<file path="config.mk">
export PLATFORM = sky130hd
export DESIGN_NAME = mct_timer
export DESIGN_NICKNAME = d
export VERILOG_FILES = /design/src/inc/mct_pkg.sv /design/src/inc/mct_sync_if.sv /design/src/verilog/mct_edge_sync.sv /design/src/verilog/mct_prescale.sv /design/src/verilog/mct_timer.sv
export VERILOG_INCLUDE_DIRS = /design/src /design/src/inc
export SDC_FILE = /design/constraint.sdc
export NUM_CORES = 1
export LEC_CHECK = 0
export BUFFER_PORTS_ARGS = -buffer_cell sky130_fd_sc_hd__buf_4
export CAP_MARGIN = 20
export CELL_PAD_IN_SITES_DETAIL_PLACEMENT = 0
export CELL_PAD_IN_SITES_GLOBAL_PLACEMENT = 1
export CORE_MARGIN = 2
export CORE_UTILIZATION = 40
export DETAILED_ROUTE_END_ITERATION = 7
export PLACE_DENSITY = 0.79
export SYNTH_ARGS = -nofsm -noshare
export SYNTH_HDL_FRONTEND = slang
export SYNTH_SLANG_ARGS = --single-unit
</file>
<file path="constraint.sdc">
create_clock -name i_ref_clk -period 5.1 [get_ports i_ref_clk]
set_input_delay 0.255 -clock i_ref_clk [delete_from_list [all_inputs] [get_ports i_ref_clk]]
set_output_delay 0.255 -clock i_ref_clk [all_outputs]
set_load 0.05 [all_outputs]
</file>
<file path="src/inc/mct_regs.svh">
/*
  Timing counts, widths and reset values for the match/capture timer.
  Assumes inclusion by bare name from design files.
*/
`ifndef MCT_REGS_SVH
`define MCT_REGS_SVH
`define MCT_CNT_W      32
`define MCT_NUM_MATCH  4
`define MCT_NUM_CAP    3
`define MCT_NUM_DMA    2
`define MCT_CNT_RST    32'h0000_0000
`define MCT_OUT_RST    4'h0
`define MCT_CLK_HZ     40000000
`endif

</file>
<file path="src/inc/mct_pkg.sv">
/*
  Types for the match/capture timer.
  Assumes nothing beyond a SystemVerilog compiler.
*/
package mct_pkg;
  typedef enum logic [1:0] {
    MCT_EM_NONE   = 2'b00,
    MCT_EM_LOW    = 2'b01,
    MCT_EM_HIGH   = 2'b10,
    MCT_EM_TOGGLE = 2'b11
  } mct_emact_t;
  typedef enum logic [1:0] {
    MCT_RUN_IDLE = 2'b00,
    MCT_RUN_CNT  = 2'b01,
    MCT_RUN_HALT = 2'b10
  } mct_run_t;
endpackage : mct_pkg

</file>
<file path="src/inc/mct_sync_if.sv">
/*
  Carrier of the edge pulses of the synchronised external pins.
  Assumes one clock shared by both ends.
*/
`timescale 1ns/1ps
`default_nettype none
interface mct_sync_if;
  logic       cnt_rise;
  logic       cnt_fall;
  logic [2:0] cap_rise;
  logic [2:0] cap_fall;
  modport src (output cnt_rise, output cnt_fall, output cap_rise, output cap_fall);
  modport dst (input cnt_rise, input cnt_fall, input cap_rise, input cap_fall);
endinterface : mct_sync_if
`default_nettype wire

</file>
<file path="src/verilog/mct_edge_sync.sv">
/*
  Three-stage synchronisers and edge detection for the count pin and capture pins.
  Assumes the pins are asynchronous to i_ref_clk.
*/
`timescale 1ns/1ps
`default_nettype none
module mct_edge_sync (
  input  wire logic       i_ref_clk,
  input  wire logic       i_resetn,
  input  wire logic       i_cnt_pin,
  input  wire logic [2:0] i_cap_pin,
  mct_sync_if.src         sync
);
  // Index 3 is the count pin, 0..2 the capture pins
  logic [3:0] s1_r;
  logic [3:0] s2_r;
  logic [3:0] s3_r;
  logic [3:0] lvl_r;

  genvar g;
  generate
    for (g = 0; g < 4; g++) begin : g_sync
      always_ff @(posedge i_ref_clk or negedge i_resetn) begin
        if (!i_resetn) begin
          s1_r[g]  <= 1'b0;
          s2_r[g]  <= 1'b0;
          s3_r[g]  <= 1'b0;
          lvl_r[g] <= 1'b0;
        end else begin
          s1_r[g] <= (g == 3) ? i_cnt_pin : i_cap_pin[g % 3];
          s2_r[g] <= s1_r[g];
          s3_r[g] <= s2_r[g];
          // A change counts only once stages two and three agree
          if (s2_r[g] == s3_r[g]) begin
            lvl_r[g] <= s3_r[g];
          end
        end
      end
    end
  endgenerate

  logic [3:0] agree;
  assign agree         = ~(s2_r ^ s3_r);
  assign sync.cap_rise = agree[2:0] & s3_r[2:0] & ~lvl_r[2:0];
  assign sync.cap_fall = agree[2:0] & ~s3_r[2:0] & lvl_r[2:0];
  assign sync.cnt_rise = agree[3] & s3_r[3] & ~lvl_r[3];
  assign sync.cnt_fall = agree[3] & ~s3_r[3] & lvl_r[3];
endmodule : mct_edge_sync
`default_nettype wire

</file>
<file path="src/verilog/mct_prescale.sv">
/*
  32-bit prescaler producing a one-cycle tick to the main count.
  Assumes i_adv is a one-cycle pulse on the selected count clock.
*/
`timescale 1ns/1ps
`default_nettype none
`include "mct_regs.svh"
module mct_prescale (
  input  wire logic                  i_ref_clk,
  input  wire logic                  i_resetn,
  input  wire logic                  i_adv,
  input  wire logic                  i_clr,
  input  wire logic [`MCT_CNT_W-1:0] i_limit,
  output logic      [`MCT_CNT_W-1:0] o_pc,
  output logic                       o_tick
);
  logic [`MCT_CNT_W-1:0] pc_r;

  assign o_tick = i_adv && !i_clr && (pc_r >= i_limit);
  assign o_pc   = pc_r;

  always_ff @(posedge i_ref_clk or negedge i_resetn) begin
    if (!i_resetn) begin
      pc_r <= `MCT_CNT_RST;
    end else if (i_clr) begin
      pc_r <= `MCT_CNT_RST;
    end else if (o_tick) begin
      pc_r <= `MCT_CNT_RST;
    end else if (i_adv) begin
      pc_r <= pc_r + 32'h0000_0001;
    end
  end
endmodule : mct_prescale
`default_nettype wire

</file>
<file path="src/verilog/mct_timer.sv">
/*
  Match/capture 32-bit timer/counter with prescaler, four matches, three captures,
  match outputs, PWM and DMA requests. Control bits are plain ports.
  Assumes a single 40 MHz clock; pins are asynchronous and synchronised here.
*/
// Summary of operation
// Count system clock or external pin edges
// 32-bit count fed by 32-bit prescaler
// Three captures latch count, optional interrupt
// Four matches; continue counting, optional interrupt
// Stop-on-match halts the count
// Reset-on-match returns count to zero
// Match outputs: low, high, toggle, none
// Shadowed match values avoid PWM glitches
// Two matches issue DMA requests
// Capture event can clear count and prescaler
// PWM mode on match outputs
// Count advances at prescale limit, prescaler restarts
// Reset-on-match register sets PWM period
`timescale 1ns/1ps
`default_nettype none
`include "mct_regs.svh"
module mct_timer (
  input  wire logic                      i_ref_clk,
  input  wire logic                      i_resetn,
  input  wire logic                      i_enable,
  input  wire logic                      i_cnt_reset,
  input  wire logic                      i_cnt_mode,
  input  wire logic [1:0]                i_cnt_edge,
  input  wire logic [`MCT_CNT_W-1:0]     i_prescale,
  input  wire logic [127:0]              i_match_val,
  input  wire logic [3:0]                i_match_irq_en,
  input  wire logic [3:0]                i_match_stop,
  input  wire logic [3:0]                i_match_reset,
  input  wire logic [7:0]                i_match_act,
  input  wire logic [3:0]                i_pwm_en,
  input  wire logic [1:0]                i_dma_en,
  input  wire logic [2:0]                i_cap_rise_en,
  input  wire logic [2:0]                i_cap_fall_en,
  input  wire logic [2:0]                i_cap_irq_en,
  input  wire logic                      i_clr_en,
  input  wire logic [1:0]                i_clr_sel,
  input  wire logic                      i_clr_fall,
  input  wire logic [3:0]                i_match_flag_clr,
  input  wire logic [2:0]                i_cap_flag_clr,
  input  wire logic [1:0]                i_dma_ack,
  input  wire logic                      i_cnt_pin,
  input  wire logic [2:0]                i_cap_pin,
  output logic      [`MCT_CNT_W-1:0]     o_count,
  output logic      [`MCT_CNT_W-1:0]     o_pcount,
  output logic      [95:0]               o_cap_val,
  output logic      [3:0]                o_match_flag,
  output logic      [2:0]                o_cap_flag,
  output logic                           o_irq,
  output logic      [3:0]                o_match_out,
  output logic      [1:0]                o_dma_req,
  output logic                           o_running
);
  mct_sync_if sync ();

  mct_edge_sync u_sync (
    .i_ref_clk (i_ref_clk),
    .i_resetn  (i_resetn),
    .i_cnt_pin (i_cnt_pin),
    .i_cap_pin (i_cap_pin),
    .sync      (sync)
  );

  logic                  adv;
  logic                  tick;
  logic                  cap_clr;
  logic [2:0]            cap_evt;
  logic [3:0]            match_hit;
  logic [`MCT_CNT_W-1:0] cnt_r;
  logic [127:0]          shadow_r;
  mct_pkg::mct_run_t     run_r;

  // Counter mode selects which pin edges advance the prescaler
  always_comb begin
    if (i_cnt_mode) begin
      adv = (i_cnt_edge[0] & sync.cnt_rise) | (i_cnt_edge[1] & sync.cnt_fall);
    end else begin
      adv = 1'b1;
    end
  end

  assign cap_evt = (i_cap_rise_en & sync.cap_rise) | (i_cap_fall_en & sync.cap_fall);
  assign cap_clr = i_clr_en &&
                   (i_clr_fall ? sync.cap_fall[i_clr_sel % 3] : sync.cap_rise[i_clr_sel % 3]);

  mct_prescale u_pre (
    .i_ref_clk (i_ref_clk),
    .i_resetn  (i_resetn),
    .i_adv     (adv && (run_r == mct_pkg::MCT_RUN_CNT)),
    .i_clr     (cap_clr || i_cnt_reset),
    .i_limit   (i_prescale),
    .o_pc      (o_pcount),
    .o_tick    (tick)
  );

  // A match is judged on the tick that would leave the matching value
  genvar m;
  generate
    for (m = 0; m < 4; m++) begin : g_hit
      assign match_hit[m] = tick && (cnt_r == shadow_r[m*32 +: 32]);
    end
  endgenerate

  always_ff @(posedge i_ref_clk or negedge i_resetn) begin
    if (!i_resetn) begin
      run_r <= mct_pkg::MCT_RUN_IDLE;
    end else begin
      case (run_r)
        mct_pkg::MCT_RUN_IDLE: if (i_enable) run_r <= mct_pkg::MCT_RUN_CNT;
        mct_pkg::MCT_RUN_CNT: begin
          if (!i_enable) begin
            run_r <= mct_pkg::MCT_RUN_IDLE;
          end else if (|(match_hit & i_match_stop)) begin
            run_r <= mct_pkg::MCT_RUN_HALT;
          end
        end
        mct_pkg::MCT_RUN_HALT: if (!i_enable) run_r <= mct_pkg::MCT_RUN_IDLE;
        default: run_r <= mct_pkg::MCT_RUN_IDLE;
      endcase
    end
  end
  assign o_running = (run_r == mct_pkg::MCT_RUN_CNT);

  always_ff @(posedge i_ref_clk or negedge i_resetn) begin
    if (!i_resetn) begin
      cnt_r <= `MCT_CNT_RST;
    end else if (cap_clr || i_cnt_reset) begin
      cnt_r <= `MCT_CNT_RST;
    end else if (|(match_hit & i_match_reset)) begin
      cnt_r <= `MCT_CNT_RST;
    end else if (|(match_hit & i_match_stop)) begin
      cnt_r <= cnt_r;
    end else if (tick) begin
      cnt_r <= cnt_r + 32'h0000_0001;
    end
  end
  assign o_count = cnt_r;

  // Shadows load only when the count wraps, rests at zero or is not counting, so a PWM edge never
  // sees a half-updated period/duty pair
  always_ff @(posedge i_ref_clk or negedge i_resetn) begin
    if (!i_resetn) begin
      shadow_r <= 128'h0;
    end else if (run_r != mct_pkg::MCT_RUN_CNT || cnt_r == `MCT_CNT_RST && !tick
                 || |(match_hit & i_match_reset)) begin
      shadow_r <= i_match_val;
    end
  end

  generate
    for (m = 0; m < 4; m++) begin : g_out
      always_ff @(posedge i_ref_clk or negedge i_resetn) begin
        if (!i_resetn) begin
          o_match_out[m] <= 1'b0;
        end else if (i_pwm_en[m] && !i_match_reset[m]) begin
          // PWM: low at period start, high from the edge match onward
          // A cleared count also starts a period, so a stale high never leaks in
          if (|(match_hit & i_match_reset) || cap_clr || i_cnt_reset) begin
            o_match_out[m] <= 1'b0;
          end else if (match_hit[m]) begin
            o_match_out[m] <= 1'b1;
          end
        end else if (match_hit[m]) begin
          case (mct_pkg::mct_emact_t'(i_match_act[m*2 +: 2]))
            mct_pkg::MCT_EM_LOW:    o_match_out[m] <= 1'b0;
            mct_pkg::MCT_EM_HIGH:   o_match_out[m] <= 1'b1;
            mct_pkg::MCT_EM_TOGGLE: o_match_out[m] <= ~o_match_out[m];
            default:                o_match_out[m] <= o_match_out[m];
          endcase
        end
      end

      // Set wins over a clear in the same cycle
      always_ff @(posedge i_ref_clk or negedge i_resetn) begin
        if (!i_resetn) begin
          o_match_flag[m] <= 1'b0;
        end else if (match_hit[m]) begin
          o_match_flag[m] <= 1'b1;
        end else if (i_match_flag_clr[m]) begin
          o_match_flag[m] <= 1'b0;
        end
      end
    end
  endgenerate

  genvar c;
  generate
    for (c = 0; c < 3; c++) begin : g_cap
      always_ff @(posedge i_ref_clk or negedge i_resetn) begin
        if (!i_resetn) begin
          o_cap_val[c*32 +: 32] <= `MCT_CNT_RST;
        end else if (cap_evt[c]) begin
          o_cap_val[c*32 +: 32] <= cnt_r;
        end
      end
      always_ff @(posedge i_ref_clk or negedge i_resetn) begin
        if (!i_resetn) begin
          o_cap_flag[c] <= 1'b0;
        end else if (cap_evt[c]) begin
          o_cap_flag[c] <= 1'b1;
        end else if (i_cap_flag_clr[c]) begin
          o_cap_flag[c] <= 1'b0;
        end
      end
    end
  endgenerate

  genvar d;
  generate
    for (d = 0; d < 2; d++) begin : g_dma
      always_ff @(posedge i_ref_clk or negedge i_resetn) begin
        if (!i_resetn) begin
          o_dma_req[d] <= 1'b0;
        end else if (i_dma_en[d] && match_hit[d]) begin
          o_dma_req[d] <= 1'b1;
        end else if (i_dma_ack[d] || !i_dma_en[d]) begin
          o_dma_req[d] <= 1'b0;
        end
      end
    end
  endgenerate

  assign o_irq = |(o_match_flag & i_match_irq_en) | |(o_cap_flag & i_cap_irq_en);

  reset_clr_a: assert property (@(posedge i_ref_clk) disable iff (!i_resetn)
    cap_clr |=> (cnt_r == 32'h0 && o_pcount == 32'h0)) else $error("capture clear missed");
  stop_halts_a: assert property (@(posedge i_ref_clk) disable iff (!i_resetn)
    (|(match_hit & i_match_stop)) && i_enable |=> !o_running) else $error("stop failed");
  match_reset_a: assert property (@(posedge i_ref_clk) disable iff (!i_resetn)
    (|(match_hit & i_match_reset)) && !cap_clr && !i_cnt_reset |=> cnt_r == 32'h0)
    else $error("reset on match failed");
  count_step_a: assert property (@(posedge i_ref_clk) disable iff (!i_resetn)
    tick && match_hit == 4'h0 && !cap_clr && !i_cnt_reset |=> cnt_r == $past(cnt_r) + 32'h1)
    else $error("count did not step");
  pre_limit_a: assert property (@(posedge i_ref_clk) disable iff (!i_resetn)
    tick |=> o_pcount == 32'h0) else $error("prescaler not restarted");
  timer_mode_a: assert property (@(posedge i_ref_clk) disable iff (!i_resetn)
    !i_cnt_mode && o_running && !cap_clr && !i_cnt_reset && i_prescale == 32'h0 && !tick
    |-> 1'b0) else $error("timer mode tick missing");
  cap_latch_a: assert property (@(posedge i_ref_clk) disable iff (!i_resetn)
    cap_evt[0] |=> o_cap_val[31:0] == $past(cnt_r) && o_cap_flag[0]) else $error("capture lost");
  dma_req_a: assert property (@(posedge i_ref_clk) disable iff (!i_resetn)
    i_dma_en[0] && match_hit[0] |=> o_dma_req[0]) else $error("dma request missing");
  out_high_a: assert property (@(posedge i_ref_clk) disable iff (!i_resetn)
    match_hit[1] && !i_pwm_en[1] && i_match_act[3:2] == 2'b10 |=> o_match_out[1])
    else $error("match output not high");
  // Output actions, PWM edges and shadow loads
  out_low_a: assert property (@(posedge i_ref_clk) disable iff (!i_resetn)
    match_hit[2] && !i_pwm_en[2] && i_match_act[5:4] == 2'b01 |=> !o_match_out[2])
    else $error("match output not low");
  out_toggle_a: assert property (@(posedge i_ref_clk) disable iff (!i_resetn)
    match_hit[0] && !i_pwm_en[0] && i_match_act[1:0] == 2'b11
    |=> o_match_out[0] != $past(o_match_out[0])) else $error("match output not toggled");
  out_none_a: assert property (@(posedge i_ref_clk) disable iff (!i_resetn)
    match_hit[3] && !i_pwm_en[3] && i_match_act[7:6] == 2'b00 |=> $stable(o_match_out[3]))
    else $error("match output moved");
  pwm_rise_a: assert property (@(posedge i_ref_clk) disable iff (!i_resetn)
    match_hit[1] && i_pwm_en[1] && !i_match_reset[1] && !(|(match_hit & i_match_reset))
    && !cap_clr && !i_cnt_reset |=> o_match_out[1]) else $error("pwm edge missing");
  pwm_wrap_a: assert property (@(posedge i_ref_clk) disable iff (!i_resetn)
    i_pwm_en[1] && !i_match_reset[1] && (|(match_hit & i_match_reset)) |=> !o_match_out[1])
    else $error("pwm period start missing");
  shadow_hold_a: assert property (@(posedge i_ref_clk) disable iff (!i_resetn)
    o_running && cnt_r != 32'h0 && !(|(match_hit & i_match_reset)) |=> $stable(shadow_r))
    else $error("shadow changed mid period");
  shadow_load_a: assert property (@(posedge i_ref_clk) disable iff (!i_resetn)
    (|(match_hit & i_match_reset)) |=> shadow_r == $past(i_match_val))
    else $error("shadow not loaded at wrap");
  // Flags, interrupt, halt, count source and DMA acknowledge
  flag_clear_a: assert property (@(posedge i_ref_clk) disable iff (!i_resetn)
    i_match_flag_clr[0] && !match_hit[0] |=> !o_match_flag[0])
    else $error("match flag not cleared");
  match_flag_a: assert property (@(posedge i_ref_clk) disable iff (!i_resetn)
    match_hit[3] |=> o_match_flag[3])
    else $error("match flag not set");
  cap_clear_a: assert property (@(posedge i_ref_clk) disable iff (!i_resetn)
    i_cap_flag_clr[1] && !cap_evt[1] |=> !o_cap_flag[1])
    else $error("capture flag not cleared");
  irq_level_a: assert property (@(posedge i_ref_clk) disable iff (!i_resetn)
    (|(o_cap_flag & i_cap_irq_en)) |-> o_irq)
    else $error("capture interrupt missing");
  idle_hold_a: assert property (@(posedge i_ref_clk) disable iff (!i_resetn)
    !o_running && !cap_clr && !i_cnt_reset |=> $stable(cnt_r))
    else $error("count moved while stopped");
  halt_stays_a: assert property (@(posedge i_ref_clk) disable iff (!i_resetn)
    run_r == mct_pkg::MCT_RUN_HALT && i_enable |=> run_r == mct_pkg::MCT_RUN_HALT)
    else $error("halt left while enabled");
  pin_mode_a: assert property (@(posedge i_ref_clk) disable iff (!i_resetn)
    i_cnt_mode && !sync.cnt_rise && !sync.cnt_fall |-> !tick)
    else $error("tick without pin edge");
  pre_step_a: assert property (@(posedge i_ref_clk) disable iff (!i_resetn)
    o_running && !i_cnt_mode && !tick && !cap_clr && !i_cnt_reset
    |=> o_pcount == $past(o_pcount) + 32'h1) else $error("prescaler did not step");
  dma_ack_a: assert property (@(posedge i_ref_clk) disable iff (!i_resetn)
    o_dma_req[0] && i_dma_ack[0] && !match_hit[0] |=> !o_dma_req[0])
    else $error("dma request not dropped");
endmodule : mct_timer
`default_nettype wire

</file>
==> flow_metrics.py, run 1 <==
metrics = {
    "placed_design": {
        "pre_cts_ws_ps": 1070,
        "gp_congestion": 0.827,
        "portBuffers": 393,
        "dp_hpwl_um": 39600,
    },
    "hold_path": {
        "hold_class": "primary input to register",
    },
    "grt": {
        "grtUsageTotal_pct": 25.6,
        "grt_antenna_before_repair": 1,
        "grt_pass1_wl_um": 84100,
        "grt_pass1_vias": 13600,
        "grt_overflow": 0,
        "grt_max_degree": 106,
    },
    "job": {
        "maxCapViolCount": 0,
    },
    "route": {
        "drt_iter0_markers": 778,
        "wl_per_cell_um": 22.6,
        "drtAntennaViolNets": 0,
        "routed_wl_um": 55500,
        "drt_first_pass_iters": 5,
        "vias_per_cell": 5.29,
        "drcViolationCount": 0,
        "num_vias": 13000,
    },
    "floorplanning": {
        "rows": 74,
        "fp.dieH_um": 208,
        "pin_count": 394,
        "coreArea_um2": 40800,
        "start_util_pct": 40.6,
        "dieArea_um2": 43100,
        "die_w_um": 208,
    },
    "logic_synthesis": {
        "synth.area.top_cells": "dfrtp_1, mux2_4, mux2_2",
        "yosysSeqAreaShare_pct": 48.1,
        "yosys.area.top_type": "dfrtp_1",
        "synth_top_area_share_pct": 48.1,
        "netlist_area_um2": 16600,
        "ys_async_sr_fraction_pct": 100,
        "synthesis.nets": 1631,
        "yosys_most_used_dff": "dfrtp_1",
        "synth_edf_count": 0,
        "synth.distinct_cells": 72,
        "ys_ff_latch": 319,
        "syn_inst": 1363,
        "postSynthAreaPerCell_um2": 12.2,
        "ys.warnings.count": 0,
    },
    "timing": {
        "rsz0062_at_grt": "false",
        "period_needed_ps": 4080,
        "setup_violations": 0,
        "clock.fmax_ghz": 0.245,
        "fin_crit_sh_pct": 80.0,
        "timing.final.ws_setup_ps": 1020,
        "skew_ps": 22.9,
        "hold_violations": 0,
        "final.setup.tns_ps": 0,
        "tightest_slew_ps": 999,
        "drv_slew": 0,
        "timing.slew.headroom_pct": 33.4,
    },
    "setup_path": {
        "required_ps": 5530,
        "start_kind": "register",
        "cp-end-kind": "register",
        "cp_max_fo": 25,
        "crit_type": "register to register",
        "crit_arrival_ps": 4510,
    },
    "cts": {
        "cts_max_level": 2,
        "cts_tree": "built",
        "cts_setup_buffers": 0,
        "cts_made_buffers": 39,
        "cts_max_path_buffers": 3,
        "clock_latency_ps": 550,
        "cts.sinks": 319,
        "cts_root_buffer": "clkbuf_16",
        "clkSlewWorstSetupHoldPaths_ps": 60,
    },
    "layout": {
        "seq_area_um2": 7980,
        "drive_above_1_share_pct": 38.8,
        "fillers": 3424,
        "nets": 2172,
        "area_growth_pct": 36.6,
        "multi_input_area_um2": 7800,
    },
    "status": {
        "status": "complete, no violations",
    },
    "power_and_ir_drop": {
        "ir_drop_mv": 0.243,
        "p_leak_nw": 11.2,
        "powerDensity_nw_per_um2": 261,
    },
}
## state kept, by name, indices dropped and copies added (netlist names)
register and count:
shadow_r 128, o_cap_val 96, o_count 32, u_pre.o_pc 32
o_match_flag 4, o_match_out 4, u_sync.lvl_r 4, u_sync.s1_r 4
u_sync.s2_r 4, u_sync.s3_r 4, o_cap_flag 3, o_dma_req 2
run_r 2
## synthesized netlist by cell type (11+ instances only)
library cell / count
a21oi_1: 21
and3_1: 14
buf_12: 11
buf_2: 33
clkbuf_1: 18
dfrtp_1: 319
ha_1: 49
inv_1: 60
mux2_2: 104
mux2_4: 120
nand2_1: 68
nand3_1: 31
nand4_1: 36
nor2_1: 70
nor3_1: 27
nor4_1: 29
nor4_2: 12
o21ai_0: 53
xnor2_1: 94
xor2_1: 66
## placed cells by master, fill, tap and decap left out, drive strengths merged, types with 21 or more instances in the layout
cell,instances
a21oi,21
buf,432
clkbuf,53
dfrtp,319
dlygate4sd3,145
ha,49
inv,62
mux2,224
nand2,69
nand3,32
nand4,36
nor2,70
nor3,28
nor4,41
o21ai,62
xnor2,94
xor2,66
## metrics by stage
stage	instances	cell area (um^2)	power, mW	util, %	hold slack [ps]
3_5_place_dp	2249	19900	3.20	48.8	340
3_3_place_gp	2249	19900	3.19	48.8	333
6_report	2462	22600	5.92	55.5	66.6
2_1_floorplan	1363	16600	2.92	-	-40.6
4_1_cts	2460	22600	5.98	55.4	37.8
5_1_grt	2462	22600	6.15	55.5	64.7
## worst max-delay path, stage by stage, from the launching register on
cell and delay, ps:
dfrtp_1 1000, xor2_1 150, nor4_1 300, nand4_1 370
nor3_1 480, a2111oi_4 150, o211ai_4 610, buf_4 500
mux2_2 390
## layout make-up
| class | count | area share (%) |
|---|---|---|
| Tap cell | 532 | 2.94 |
| Sequential cell | 319 | 35.3 |
| Timing Repair Buffer | 577 | 21.0 |
| Clock inverter | 13 | 0.442 |
| Multi-Input combinational cell | 907 | 34.4 |
| Clock buffer | 53 | 4.95 |
| Antenna cell | 1 | 0.0111 |
| Inverter | 60 | 0.995 |
## power by group
group | internal [mW] | switching, mW | total [mW]
Sequential | 2.60 | 0.0586 | 2.66
Clock | 1.54 | 1.12 | 2.66
Combinational | 0.337 | 0.263 | 0.600
Total | 4.48 | 1.44 | 5.92
## metal layers
metal	track usage [%]	up-vias	routed length [um]
met3	6.11	125	3890
met5	0	-	0
met4	10.7	0	2260
li1	-	5863	-
met2	40.0	487	25400
met1	34.1	6541	24000
## logic make-up (layout without fill, tap and decap cells)
logic type                 after synthesis  in the layout  share of synthesized area, %
DFF                                    319            319                          48.1
and+or+nand+nor                        339            339                          11.3
other                                    0              1                             0
muxes                                  224            224                          17.9
AOI/OAI and AO/OA                      135            135                          5.49
adders and majority gates               49             49                          3.70
xor gates and xnor gates               160            160                          8.45
buffers and inverters                  137            703                          5.02
## worst paths after layout
kind	from	end	slack, ps	cells past startpoint
hold reg to reg	u_sync.s1_r[3]	u_sync.s2_r[3]	350	0
setup / recovery	o_count[22]	shadow_r[0]	1020	8
max in group asynchronous	i_resetn	o_cap_val[78]	3320	3
setup reg to reg	o_count[22]	shadow_r[0]	1020	8
hold / removal	i_match_act[7]	o_match_out[3]	70	3
min in group asynchronous	i_resetn	o_cap_val[47]	360	2
## repair_timing
action,CTS,global route
endpoints found under the hold margin,244,0
gates resized for setup,0,0
hold buffers,145,0
Power figures use the tool's default switching activity.
==> run 2: changes to the inputs <==
--- a/config.mk
+++ b/config.mk
@@ -11,9 +11,9 @@
 export CELL_PAD_IN_SITES_DETAIL_PLACEMENT = 0
 export CELL_PAD_IN_SITES_GLOBAL_PLACEMENT = 1
 export CORE_MARGIN = 2
-export CORE_UTILIZATION = 40
+export CORE_UTILIZATION = 39
 export DETAILED_ROUTE_END_ITERATION = 7
-export PLACE_DENSITY = 0.79
+export PLACE_DENSITY = 0.8
 export SYNTH_ARGS = -nofsm -noshare
 export SYNTH_HDL_FRONTEND = slang
 export SYNTH_SLANG_ARGS = --single-unit
==> constraint.sdc (replaced) <==
create_clock -name i_ref_clk -period 3.5 [get_ports i_ref_clk]
set_input_delay 0.175 -clock i_ref_clk [delete_from_list [all_inputs] [get_ports i_ref_clk]]
set_output_delay 0.175 -clock i_ref_clk [all_outputs]
set_load 0.05 [all_outputs]
==> flow_metrics.py, run 2 (synthesis gave the netlist of run 1 again) <==
metrics = {
    "status": {
        "status": "complete, no violations",
    },
    "timing": {
        "drv_slew": 0,
        "final.setup.tns_ps": 0,
        "tightest_slew_ps": 945,
        "period_needed_ps": 3410,
        "setup_violations": 0,
        "fin_crit_sh_pct": 97.5,
        "timing.final.ws_setup_ps": 86.5,
        "rsz0062_at_grt": "false",
        "skew_ps": 27.0,
        "hold_violations": 0,
        "clock.fmax_ghz": 0.293,
        "timing.slew.headroom_pct": 36.7,
    },
    "layout": {
        "largestRegisters": "shadow_r (128), o_cap_val (96)",
        "area_growth_pct": 41.0,
        "largest_reg_flops": 128,
        "seq_area_um2": 7980,
        "final_core_util_pct": 55.7,
        "multi_input_area_um2": 7810,
        "nets": 2227,
        "final_common_cell": "buf_4",
        "drive_above_1_share_pct": 40.7,
        "mostFrequentLayoutCells": "buf_4, dfrtp_1, dlygate4sd3_1",
        "fillers": 3445,
        "regMostFlops": "shadow_r",
    },
    "grt": {
        "grt_pass1_wl_um": 86500,
        "grt_pass1_vias": 14000,
        "grt_max_degree": 96,
        "grtUsageTotal_pct": 26.1,
        "grt_overflow": 0,
        "grt_antenna_before_repair": 5,
    },
    "setup_path": {
        "required_ps": 3930,
        "cp-end-kind": "register",
        "crit_arrival_ps": 3840,
        "r2r-start": "o_count[5]",
        "worst-r2r-cell-count": 9,
        "cp_max_fo": 23,
        "crit_type": "register to register",
        "worstReg2RegEnd": "shadow_r[94]",
        "start_kind": "register",
        "r2r_slack_ps": 90,
    },
    "hold_path": {
        "min_from": "i_match_act[0]",
        "holdPathEnd": "o_match_out[0]",
        "hold_class": "primary input to register",
        "whs_path_depth": 4,
    },
    "floorplanning": {
        "die_w_um": 210,
        "coreArea_um2": 41900,
        "dieArea_um2": 44200,
        "rows": 75,
        "start_util_pct": 39.5,
        "pin_count": 394,
        "fp.dieH_um": 210,
    },
    "cts": {
        "cts_made_buffers": 37,
        "cts_tree": "built",
        "cts.sinks": 319,
        "clkSlewWorstSetupHoldPaths_ps": 60,
        "cts_max_path_buffers": 3,
        "cts_root_buffer": "clkbuf_16",
        "cts_max_level": 2,
        "clock_latency_ps": 560,
    },
    "route": {
        "drtAntennaViolNets": 0,
        "wl_per_cell_um": 22.8,
        "drt_first_pass_iters": 5,
        "drcViolationCount": 0,
        "drt_iter0_markers": 914,
        "vias_per_cell": 5.28,
        "routed_wl_um": 57700,
        "num_vias": 13300,
    },
    "placed_design": {
        "pre_cts_ws_ps": 90.5,
        "dp_hpwl_um": 41600,
        "portBuffers": 393,
        "gp_congestion": 0.870,
    },
    "job": {
        "maxCapViolCount": 0,
    },
    "power_and_ir_drop": {
        "powerDensity_nw_per_um2": 388,
        "p_leak_nw": 11.6,
        "ir_drop_mv": 0.327,
    },
}
==> run 2: cell types whose count changed in the layout (fill, tap and decap cells not counted), moves of 2 or more <==
| cell | before | now |
|---|---|---|
| clkinvlp_4 | 4 | 2 |
| buf_12 | 2 | 15 |
| clkbuf_1 | 6 | 4 |
| clkbuf_16 | 40 | 38 |
| nor4_1 | 29 | 27 |
| dlygate4sd3_1 | 145 | 147 |
| buf_4 | 428 | 471 |
| nor4_2 | 12 | 14 |
| bufinv_16 | 0 | 7 |
==> run 2: layer usage <==
| metal | global-route usage [%] | share of wire, % |
|---|---|---|
| met5 | 0 | 0 |
| met4 | 12.3 | 5.0 |
| met3 | 7.33 | 8.0 |
| met2 | 40.0 | 45 |
| met1 | 34.2 | 42 |
==> run 2: final cells by class <==
class	instances	area share, %
sequential	319	34.1
multi-input combinational	907	33.4
timing repair buffer	634	22.8
clock buffer	50	4.60
tap	539	2.88
clock inverter	17	1.21
inverter	60	0.963
antenna	2	0.0214
==> run 2: per-stage QoR <==
stage	hold slack, ps	instances	cell area, um^2	power [mW]
after floorplan	-121	1363	16600	4.26
after global placement	242	2312	20500	4.66
after detailed placement	253	2312	20500	4.68
after CTS	16.2	2526	23400	9.12
after global routing	31.3	2528	23400	9.37
final	37.9	2528	23400	9.07
==> run 2: worst max-delay path by stage <==
stage	from	to	slack [ps]	cells past startpoint
2_1_floorplan	u_pre.o_pc[15]	shadow_r[100]	350	10
3_3_place_gp	o_count[15]	shadow_r[77]	70	9
3_5_place_dp	o_count[5]	shadow_r[68]	90	9
4_1_cts	o_count[5]	shadow_r[94]	60	9
5_1_grt	u_pre.o_pc[15]	o_count[14]	70	11
6_report	o_count[5]	shadow_r[94]	90	9
==> run 2: worst max-delay path, stage by stage (launching register included) <==
cell and delay (ps):
dfrtp_1 730, xor2_1 170, nor4_2 520, nand4_1 330, nor3_1 420, a2111oi_4 120
o211ai_4 240, buf_12 190, buf_12 230, mux2_4 330
==> run 2: timing repair <==
item	4_1_cts	5_1_grt
hold buffers	147	0
buffers inserted	0	0
endpoints found under the hold margin	237	0
setup endpoints to repair	0	125
resized for setup	0	2
==> run 2: where the power goes <==
group          switching [mW]  internal, mW  leakage, nW  total [mW]
sequential             0.0959          3.78         4.12        3.88
combinational           0.383         0.498         6.81       0.881
clock                    1.63          2.68        0.664        4.31
